[src/rtl/ppcm_pkg.sv]
// Function
// [RULE_01] Every pin has its own pull-up enable bit
// [RULE_02] An output pin never has its pull-up on
// [RULE_03] Pull-up also serves a pin used as a peripheral input
// [RULE_04] Open-drain pins only drive low
// [RULE_05] Two-wire unit keeps pull-up, dropped when driving low
// [RULE_06] Eight pins get high drive when outputting
// [RULE_07] 57 pins, one output-only with no pull-up
// [RULE_08] Reset leaves all pins high-Z inputs, no pull-up
// [RULE_09] Priority: port lowest, alternate four highest
// [RULE_10] Highest enabled function alone controls the pin
// [RULE_11] Direction bit, output data, sampled input data
package ppcm_pkg;

  localparam int MAX_PINS  = 64;
  localparam int PIN_COUNT = 57;
  localparam int ALT_COUNT = 4;
  localparam int HD_COUNT  = 8;
  localparam int ADDR_W    = 12;

  // Byte offsets of the APB registers
  localparam logic [ADDR_W-1:0] OFF_DOUT_LO = 12'h000;
  localparam logic [ADDR_W-1:0] OFF_DOUT_HI = 12'h004;
  localparam logic [ADDR_W-1:0] OFF_DIR_LO  = 12'h008;
  localparam logic [ADDR_W-1:0] OFF_DIR_HI  = 12'h00c;
  localparam logic [ADDR_W-1:0] OFF_PULL_LO = 12'h010;
  localparam logic [ADDR_W-1:0] OFF_PULL_HI = 12'h014;
  localparam logic [ADDR_W-1:0] OFF_DIN_LO  = 12'h018;
  localparam logic [ADDR_W-1:0] OFF_DIN_HI  = 12'h01c;
  localparam logic [ADDR_W-1:0] OFF_HDRV    = 12'h020;

  localparam logic [MAX_PINS-1:0] RST_DOUT = 64'h0000_0000_0000_0000;
  localparam logic [MAX_PINS-1:0] RST_DIR  = 64'h0000_0000_0000_0000;
  localparam logic [MAX_PINS-1:0] RST_PULL = 64'h0000_0000_0000_0000;
  localparam logic [MAX_PINS-1:0] RST_DIN  = 64'h0000_0000_0000_0000;
  localparam logic [HD_COUNT-1:0] RST_HDRV = 8'h00;
  localparam logic [31:0]         RST_RDATA = 32'h0000_0000;

  // Pin indices: port A bits 0..7, B 8..15, C 16..23, D 24..31,
  // E 32..39, F 40..47, G 48..51, H0 H1 H2 H6 H7 at 52..56
  localparam int OPEN_DRAIN_DATA_PIN   = 2;
  localparam int OPEN_DRAIN_CLOCK_PIN  = 3;
  localparam int OUTPUT_ONLY_PIN       = 4;
  localparam int HIGH_DRIVE_PIN_B_LOW  = 12;
  localparam int HIGH_DRIVE_PIN_B_HIGH = 13;
  localparam int HIGH_DRIVE_PIN_D_LOW  = 24;
  localparam int HIGH_DRIVE_PIN_D_HIGH = 25;
  localparam int HIGH_DRIVE_PIN_E_LOW  = 32;
  localparam int HIGH_DRIVE_PIN_E_HIGH = 33;
  localparam int HIGH_DRIVE_PIN_H_LOW  = 52;
  localparam int HIGH_DRIVE_PIN_H_HIGH = 53;
  localparam int LAST_FIXED_PIN        = 53;

  localparam int HD_PIN [HD_COUNT] = '{
    HIGH_DRIVE_PIN_B_LOW, HIGH_DRIVE_PIN_B_HIGH,
    HIGH_DRIVE_PIN_D_LOW, HIGH_DRIVE_PIN_D_HIGH,
    HIGH_DRIVE_PIN_E_LOW, HIGH_DRIVE_PIN_E_HIGH,
    HIGH_DRIVE_PIN_H_LOW, HIGH_DRIVE_PIN_H_HIGH
  };

  typedef enum logic [2:0] {
    PPCM_FN_PORT = 3'h0,
    PPCM_FN_ALT1 = 3'h1,
    PPCM_FN_ALT2 = 3'h2,
    PPCM_FN_ALT3 = 3'h3,
    PPCM_FN_ALT4 = 3'h4
  } ppcm_fn_t;

  // Alternate three of the open-drain pins is the two_wire_bus_unit
  localparam ppcm_fn_t TWO_WIRE_FN = PPCM_FN_ALT3;

endpackage : ppcm_pkg

[src/rtl/ppcm_top.sv]
// Local design decisions: the register addresses and the APB register port.
`timescale 1ns/1ps
module ppcm_top
  import ppcm_pkg::*;
#(
  parameter int NUM_PINS = PIN_COUNT
) (
  input  wire logic                                mclk,
  input  wire logic                                rst_n,
  input  wire logic                                psel,
  input  wire logic                                penable,
  input  wire logic                                pwrite,
  input  wire logic [ADDR_W-1:0]                   paddr,
  input  wire logic [31:0]                         pwdata,
  output logic      [31:0]                         prdata,
  output logic                                     pready,
  output logic                                     pslverr,
  input  wire logic [ALT_COUNT-1:0][NUM_PINS-1:0]  alt_en,
  input  wire logic [ALT_COUNT-1:0][NUM_PINS-1:0]  alt_oe,
  input  wire logic [ALT_COUNT-1:0][NUM_PINS-1:0]  alt_out,
  output logic      [NUM_PINS-1:0]                 periph_in,
  input  wire logic [NUM_PINS-1:0]                 pad_in,
  output logic      [NUM_PINS-1:0]                 pad_out,
  output logic      [NUM_PINS-1:0]                 pad_oe,
  output logic      [NUM_PINS-1:0]                 pad_pull_en,
  output logic      [HD_COUNT-1:0]                 pad_high_drive
);

  if (NUM_PINS <= LAST_FIXED_PIN || NUM_PINS > MAX_PINS) begin : g_bad_pins
    $error("NUM_PINS out of supported range");
  end

  typedef struct packed {
    logic [MAX_PINS-1:0] dout;
    logic [MAX_PINS-1:0] dir;
    logic [MAX_PINS-1:0] pull;
    logic [MAX_PINS-1:0] din;
    logic [HD_COUNT-1:0] hdrv;
    logic [31:0]         rdata;
    logic                boot;
  } ppcm_state_t;

  ppcm_state_t         st_q;
  ppcm_state_t         st_d;
  logic [MAX_PINS-1:0] pin_mask;
  logic [MAX_PINS-1:0] pad_in_w;
  logic                apb_setup;
  logic                apb_access;
  ppcm_fn_t            pin_fn  [NUM_PINS];
  logic [NUM_PINS-1:0] oe_req;
  logic [NUM_PINS-1:0] out_req;

  // [RULE_09] Fixed ranking of functions
  function automatic ppcm_fn_t ppcm_owner(input logic [ALT_COUNT-1:0] en);
    if (en[3]) begin
      return PPCM_FN_ALT4;
    end else if (en[2]) begin
      return PPCM_FN_ALT3;
    end else if (en[1]) begin
      return PPCM_FN_ALT2;
    end else if (en[0]) begin
      return PPCM_FN_ALT1;
    end
    return PPCM_FN_PORT;
  endfunction : ppcm_owner

  function automatic logic ppcm_mapped(input logic [ADDR_W-1:0] a);
    case (a)
      OFF_DOUT_LO, OFF_DOUT_HI, OFF_DIR_LO, OFF_DIR_HI,
      OFF_PULL_LO, OFF_PULL_HI, OFF_DIN_LO, OFF_DIN_HI,
      OFF_HDRV: return 1'b1;
      default:  return 1'b0;
    endcase
  endfunction : ppcm_mapped

  assign pin_mask   = MAX_PINS'({NUM_PINS{1'b1}});
  assign pad_in_w   = MAX_PINS'(pad_in);
  assign apb_setup  = psel & ~penable;
  assign apb_access = psel & penable;
  // Read data is staged in setup, so no wait state is needed
  assign pready     = 1'b1;
  assign pslverr    = apb_access & ~ppcm_mapped(paddr);
  assign prdata     = st_q.rdata;
  assign periph_in  = st_q.din[NUM_PINS-1:0];

  always_comb begin
    st_d      = st_q;
    st_d.boot = 1'b0;
    // [RULE_11] Sampled input level
    st_d.din  = pad_in_w & pin_mask;
    if (apb_setup) begin
      case (paddr)
        OFF_DOUT_LO: st_d.rdata = st_q.dout[31:0];
        OFF_DOUT_HI: st_d.rdata = st_q.dout[63:32];
        OFF_DIR_LO:  st_d.rdata = st_q.dir[31:0];
        OFF_DIR_HI:  st_d.rdata = st_q.dir[63:32];
        OFF_PULL_LO: st_d.rdata = st_q.pull[31:0];
        OFF_PULL_HI: st_d.rdata = st_q.pull[63:32];
        OFF_DIN_LO:  st_d.rdata = st_q.din[31:0];
        OFF_DIN_HI:  st_d.rdata = st_q.din[63:32];
        OFF_HDRV:    st_d.rdata = {24'h00_0000, st_q.hdrv};
        default:     st_d.rdata = RST_RDATA;
      endcase
    end
    if (apb_access && pwrite) begin
      // Unused pin bits stay zero so readback matches hardware
      case (paddr)
        OFF_DOUT_LO: st_d.dout[31:0]  = pwdata & pin_mask[31:0];
        OFF_DOUT_HI: st_d.dout[63:32] = pwdata & pin_mask[63:32];
        OFF_DIR_LO:  st_d.dir[31:0]   = pwdata & pin_mask[31:0];
        OFF_DIR_HI:  st_d.dir[63:32]  = pwdata & pin_mask[63:32];
        // [RULE_01] Per-bit pull enable
        OFF_PULL_LO: st_d.pull[31:0]  = pwdata & pin_mask[31:0];
        OFF_PULL_HI: st_d.pull[63:32] = pwdata & pin_mask[63:32];
        OFF_HDRV:    st_d.hdrv        = pwdata[HD_COUNT-1:0];
        default:     st_d.boot        = 1'b0;
      endcase
    end
  end

  always_ff @(posedge mclk or negedge rst_n) begin
    if (!rst_n) begin
      // [RULE_08] All inputs, no pull-up
      st_q.dout  <= RST_DOUT;
      st_q.dir   <= RST_DIR;
      st_q.pull  <= RST_PULL;
      st_q.din   <= RST_DIN;
      st_q.hdrv  <= RST_HDRV;
      st_q.rdata <= RST_RDATA;
      st_q.boot  <= 1'b1;
    end else begin
      st_q <= st_d;
    end
  end

  for (genvar i = 0; i < NUM_PINS; i++) begin : g_pin
    localparam logic IS_OD = (i == OPEN_DRAIN_DATA_PIN) || (i == OPEN_DRAIN_CLOCK_PIN);
    localparam logic IS_OO = (i == OUTPUT_ONLY_PIN);

    // [RULE_10] Highest enabled function wins
    assign pin_fn[i] = ppcm_owner({alt_en[3][i], alt_en[2][i], alt_en[1][i], alt_en[0][i]});

    always_comb begin
      case (pin_fn[i])
        PPCM_FN_ALT1: begin
          oe_req[i]  = alt_oe[0][i];
          out_req[i] = alt_out[0][i];
        end
        PPCM_FN_ALT2: begin
          oe_req[i]  = alt_oe[1][i];
          out_req[i] = alt_out[1][i];
        end
        PPCM_FN_ALT3: begin
          oe_req[i]  = alt_oe[2][i];
          out_req[i] = alt_out[2][i];
        end
        PPCM_FN_ALT4: begin
          oe_req[i]  = alt_oe[3][i];
          out_req[i] = alt_out[3][i];
        end
        default: begin
          // [RULE_11] Port direction and data
          oe_req[i]  = st_q.dir[i];
          out_req[i] = st_q.dout[i];
        end
      endcase
    end

    ppcm_pad_cell u_cell (
      .oe_req        (oe_req[i]),
      .out_req       (out_req[i]),
      .pull_sel      (st_q.pull[i]),
      .open_drain    (IS_OD),
      .output_only   (IS_OO),
      .two_wire_hold (IS_OD && (pin_fn[i] == TWO_WIRE_FN)),
      .pad_oe        (pad_oe[i]),
      .pad_out       (pad_out[i]),
      .pad_pull      (pad_pull_en[i])
    );
  end

  for (genvar k = 0; k < HD_COUNT; k++) begin : g_hd
    // [RULE_06] Strong drive only while outputting
    assign pad_high_drive[k] = st_q.hdrv[k] & pad_oe[HD_PIN[k]];
  end
endmodule : ppcm_top

[src/rtl/ppcm_pad_cell.sv]
`timescale 1ns/1ps
module ppcm_pad_cell
  import ppcm_pkg::*;
(
  input  wire logic oe_req,
  input  wire logic out_req,
  input  wire logic pull_sel,
  input  wire logic open_drain,
  input  wire logic output_only,
  input  wire logic two_wire_hold,
  output logic      pad_oe,
  output logic      pad_out,
  output logic      pad_pull
);

  always_comb begin
    // [RULE_04] Low-only drive
    pad_out = open_drain ? 1'b0 : out_req;
    pad_oe  = open_drain ? (oe_req & ~out_req) : oe_req;
    if (output_only) begin
      // [RULE_07] No pull-up here
      pad_pull = 1'b0;
    end else if (two_wire_hold && oe_req) begin
      // [RULE_05] Pull-up dropped on low
      pad_pull = pull_sel & out_req;
    end else begin
      // [RULE_01] [RULE_02] [RULE_03] Input-only pull-up
      pad_pull = pull_sel & ~oe_req;
    end
  end

endmodule : ppcm_pad_cell

[config.mk]
export PLATFORM = sky130hd
export DESIGN_NAME = ppcm_top
export DESIGN_NICKNAME = d
export VERILOG_FILES = /design/src/rtl/ppcm_pkg.sv /design/src/rtl/ppcm_top.sv /design/src/rtl/ppcm_pad_cell.sv
export SDC_FILE = /design/constraint.sdc
export NUM_CORES = 1
export LEC_CHECK = 0
export ABC_AREA = 0
export BUFFER_PORTS_ARGS = -buffer_cell sky130_fd_sc_hd__buf_4
export CAP_MARGIN = 20
export CORE_AREA = 2 2 413 415
export DETAILED_ROUTE_END_ITERATION = 10
export DIE_AREA = 0 0 415 417
export PLACE_DENSITY = 0.3
export SLEW_MARGIN = 20
export SYNTH_ARGS = -nofsm -noshare
export SYNTH_HDL_FRONTEND = slang
export SYNTH_HIERARCHICAL = 1
export SYNTH_SLANG_ARGS = --single-unit
[constraint.sdc]
create_clock -name mclk -period 1.95 [get_ports mclk]
set_input_delay 0.2925 -clock mclk [delete_from_list [all_inputs] [get_ports mclk]]
set_output_delay 0.2925 -clock mclk [all_outputs]
set_load 0.01 [all_outputs]
==> impl_metrics.yaml <==
status:
  status: "finished, violations left"
  violated_checks: "negative setup slack"
timing:
  grt_setup_unrepaired: "true"
  worst_hold_margin_ps: 54.77
  min_period_over_period_pct: 123.7
  fin_skew_ps: 24.24
  final_worst_path_period_need_ps: 2412
  maximum_achievable_frequency_mhz: 414.7
  report.final.hold_viol_count: 0
  slew_viol_final: 0
  max_slew_margin_pct: 51.96
  worst_slew_pin_slew_ps: 720.7
  final_critical_path_setup_slack_ps: -461.5
  setup_viol_count_final: 114
routing:
  final_antenna_net_count: 0
  dr_total_vias: 20420
  drt-total-wl_mm: 131.4
  viasPerCell: 3.565
  drt-wirelength-per-cell_um: 22.95
  drc_errors: 0
  drt_pre_antenna_iters: 5
  dr.first_iter.drc_count: 831
pwr:
  p_seq_share_pct: 31.7
  power_switching_mw: 5.159
  power.clock.fraction_pct: 40.7
  internal_power_mw: 12.79
  power.combinational.fraction_pct: 27.6
  ir_drop_v: 0.0004515
  p_per_area_nw_per_um2: 506.7
  cellLeakagePower_nw: 16.89
  power_switching_share_pct: 28.75
clock_network:
  clkSlewWorstSetupHoldPaths_ps: 60
  insertion_delay_ps: 580
  cts_tree: "done"
  clock_tree.root_cell: "sky130_fd_sc_hd__clkbuf_16"
  cts-htree-levels: 2
  cts_num_sinks: 268
  tritoncts.num_buffers: 38
  cts.path.max_buffers: 3
logic_synthesis:
  synthMostInstantiatedCell: "sky130_fd_sc_hd__dfrtp_1"
  synth_flop_cell: "sky130_fd_sc_hd__dfrtp_1"
  synth_area_per_cell_um2: 9.870
  synth-async-reset-ratio_pct: 100.0
  synth-simple-area-share_pct: 17.24
  synthCells: 1849
  multiplexer_share_of_the_synthesized_area_pct: 25.20
  post_synth_xor_area_fraction_pct: 0
  post_synth_num_cell_types: 61
  netlist.top_cell.by_area: "sky130_fd_sc_hd__dfrtp_1"
  synth_seq_cells: 268
  synth_top_area_share_pct: 36.75
  dominant_combinational_cell_family_by_area_after_synthesis: "multiplexers"
  number_of_enable_flip_flop_cells_after_synthesis: 0
  synth_top_cells_by_count: "sky130_fd_sc_hd__dfrtp_1 (268), sky130_fd_sc_hd__nand2_1 (228), sky130_fd_sc_hd__mux2_2 (161), sky130_fd_sc_hd__mux2i_1 (161), sky130_fd_sc_hd__o21ai_0 (146)"
  yosys.area_share.adder_pct: 0
  synth_area_leaders: "sky130_fd_sc_hd__dfrtp_1 (37%), sky130_fd_sc_hd__mux2_2 (9.9%), sky130_fd_sc_hd__mux2i_1 (8.8%)"
  yosysWarningCount: 6
  syn_area_um2: 18250
  synth_compound_gate_area_share_pct: 15.12
  seq_area_frac_synth_pct: 36.75
global_routing:
  gr-usage-all-layers_pct: 14.57
  grt_pass1_vias: 21560
  antenna_found_initial: 20
  largest_net_degree_at_the_start_of_global_routing: 57
  grt_first_pass_wirelength_mm: 176.0
  grt_overflow_total: 0
floorplan:
  core-area_um2: 168500
  initial_utilization_pct: 10.83
  design.die.area_um2: 173100
  die_width_um: 415
  count_of_boundary_i_o_pins: 1060
  fp.dieH_um: 417
  rows: 151
final_layout:
  nNetsFinal: 4265
  multi_input_area_um2: 12490
  share_of_cells_above_drive_strength_1_pct: 55.59
  seq_area_um2: 6734
  layout-area-overhead-vs-synth_pct: 94.08
  filler_cell_count: 18810
worst_setup_path:
  cp.arrival_ps: 2120
  cp-start-kind: "register"
  criticalPathCategory: "register to output pin"
  critical_path_peak_fanout: 2
  crit_path_end_kind: "output pin"
  crit_required_ps: 1660
min_path:
  hold_path_class: "input pin to register"
placed_design:
  io_buffer_count: 1055
  placement.setup.worst_slack_ps: -713.8
  globalplace.congestion: 0.9069
  dp_hpwl_mm: 111.5
job:
  timing.max_cap.violations: 0
==> cell type report <==
cell class,instances,area share (%)
flip-flops and latches,268,19.01
multi-input cells,1648,35.26
clock inverters,9,0.3497
inverters,22,0.2332
well taps,2218,7.836
diodes,10,0.07066
repair buffers,1497,34.00
clock buffers,55,3.236
==> layout by cell type (no fill, tap or decap), types with 9 or more instances in the layout <==
cell / n
sky130_fd_sc_hd__a21boi_1: 10
sky130_fd_sc_hd__a21boi_2: 36
sky130_fd_sc_hd__a21oi_1: 77
sky130_fd_sc_hd__a21oi_2: 53
sky130_fd_sc_hd__a221oi_1: 10
sky130_fd_sc_hd__a22oi_1: 20
sky130_fd_sc_hd__a32oi_1: 9
sky130_fd_sc_hd__buf_12: 26
sky130_fd_sc_hd__buf_4: 1318
sky130_fd_sc_hd__buf_6: 63
sky130_fd_sc_hd__clkbuf_16: 39
sky130_fd_sc_hd__clkbuf_8: 11
sky130_fd_sc_hd__conb_1: 227
sky130_fd_sc_hd__dfrtp_1: 246
sky130_fd_sc_hd__dfrtp_2: 22
sky130_fd_sc_hd__diode_2: 10
sky130_fd_sc_hd__dlygate4sd3_1: 87
sky130_fd_sc_hd__inv_1: 22
sky130_fd_sc_hd__mux2_2: 161
sky130_fd_sc_hd__mux2_4: 22
sky130_fd_sc_hd__mux2i_1: 147
sky130_fd_sc_hd__mux2i_4: 10
sky130_fd_sc_hd__mux4_2: 35
sky130_fd_sc_hd__nand2_1: 228
sky130_fd_sc_hd__nand2b_1: 58
sky130_fd_sc_hd__nor2b_1: 80
sky130_fd_sc_hd__nor2b_2: 10
sky130_fd_sc_hd__nor2b_4: 18
sky130_fd_sc_hd__nor3_1: 56
sky130_fd_sc_hd__nor3b_1: 39
sky130_fd_sc_hd__o21ai_0: 10
sky130_fd_sc_hd__o21ai_1: 107
sky130_fd_sc_hd__o21ai_2: 42
sky130_fd_sc_hd__o22ai_1: 35
sky130_fd_sc_hd__o22ai_2: 10
sky130_fd_sc_hd__or4_1: 16
==> critical path: stages, from the launching register on <==
cell	delay (ps)
sky130_fd_sc_hd__dfrtp_1	390
sky130_fd_sc_hd__mux2i_1	100
sky130_fd_sc_hd__o21ai_1	120
sky130_fd_sc_hd__mux2i_1	90
sky130_fd_sc_hd__o21ai_1	180
sky130_fd_sc_hd__a21boi_2	210
sky130_fd_sc_hd__buf_6	160
sky130_fd_sc_hd__and2_4	170
sky130_fd_sc_hd__buf_6	120
==> power groups by stage <==
stage | sequential (mW) | clock (mW) | combinational, mW
after floorplan | 5.75 | 0 | 1.28
after global placement | 5.79 | 0 | 4.26
after detailed placement | 5.79 | 0 | 4.24
after CTS | 5.69 | 7.66 | 4.85
after global routing | 5.69 | 7.85 | 5.35
final | 5.69 | 7.30 | 4.96
==> cells by family after synthesis <==
family / count (synthesis)
simple gates: 571
buf+inv: 158
compound gates: 466
mux: 384
flops: 268
other cells: 2
==> through the flow <==
step / std cells / total power, mW / utilization (%) / cell area [um^2] / setup TNS, ps
3_3_place_gp: 5430 / 10.05 / 18.30 / 30850 / -47390
3_5_place_dp: 5430 / 10.03 / 18.30 / 30850 / -44980
2_1_floorplan: 2074 / 7.037 / - / 19100 / -727.4
6_report: 5727 / 17.95 / 21.02 / 35420 / -17030
4_1_cts: 5682 / 18.19 / 20.55 / 34630 / -29720
5_1_grt: 5723 / 18.90 / 21.01 / 35410 / -33540
==> path summary, 6_finish.rpt <==
path                                        from                       to  slack, ps  cells past startpoint
min                                   pwdata[11]    st_q[116]$_DFFE_PN0P_         50                      2
max reg2reg                st_q[181]$_DFFE_PN0P_   prdata[12]$_DFFE_PN0P_        400                      5
min reg2reg                prdata[9]$_DFFE_PN0P_    prdata[9]$_DFFE_PN0P_        490                      2
min in group asynchronous                  rst_n  periph_in[43]$_DFF_PN0_        330                      2
max in group asynchronous                  rst_n    st_q[241]$_DFFE_PN0P_        880                      3
max                        st_q[181]$_DFFE_PN0P_        pad_high_drive[0]       -460                      8
==> sequential cells by signal, indices dropped and copies added, names as in the netlist <==
register	cells
st_q	179
periph_in	57
prdata	32
==> layer usage <==
layer	wire [um]	vias up	track usage, %
met2	69400	595	26.84
met3	6895	121	3.357
met4	3272	10	4.132
li1	-	9832	-
met1	51780	9860	16.64
met5	67	-	0
==> timing repair <==
item                                    in CTS  in global routing
gates resized for setup                    407                126
endpoints found under the hold margin      246                  0
endpoints found under the setup margin     154                160
pin swaps                                   78                 92
hold buffers                                87                  0
buffers inserted                           125                 40
Power figures use the tool's default switching activity.
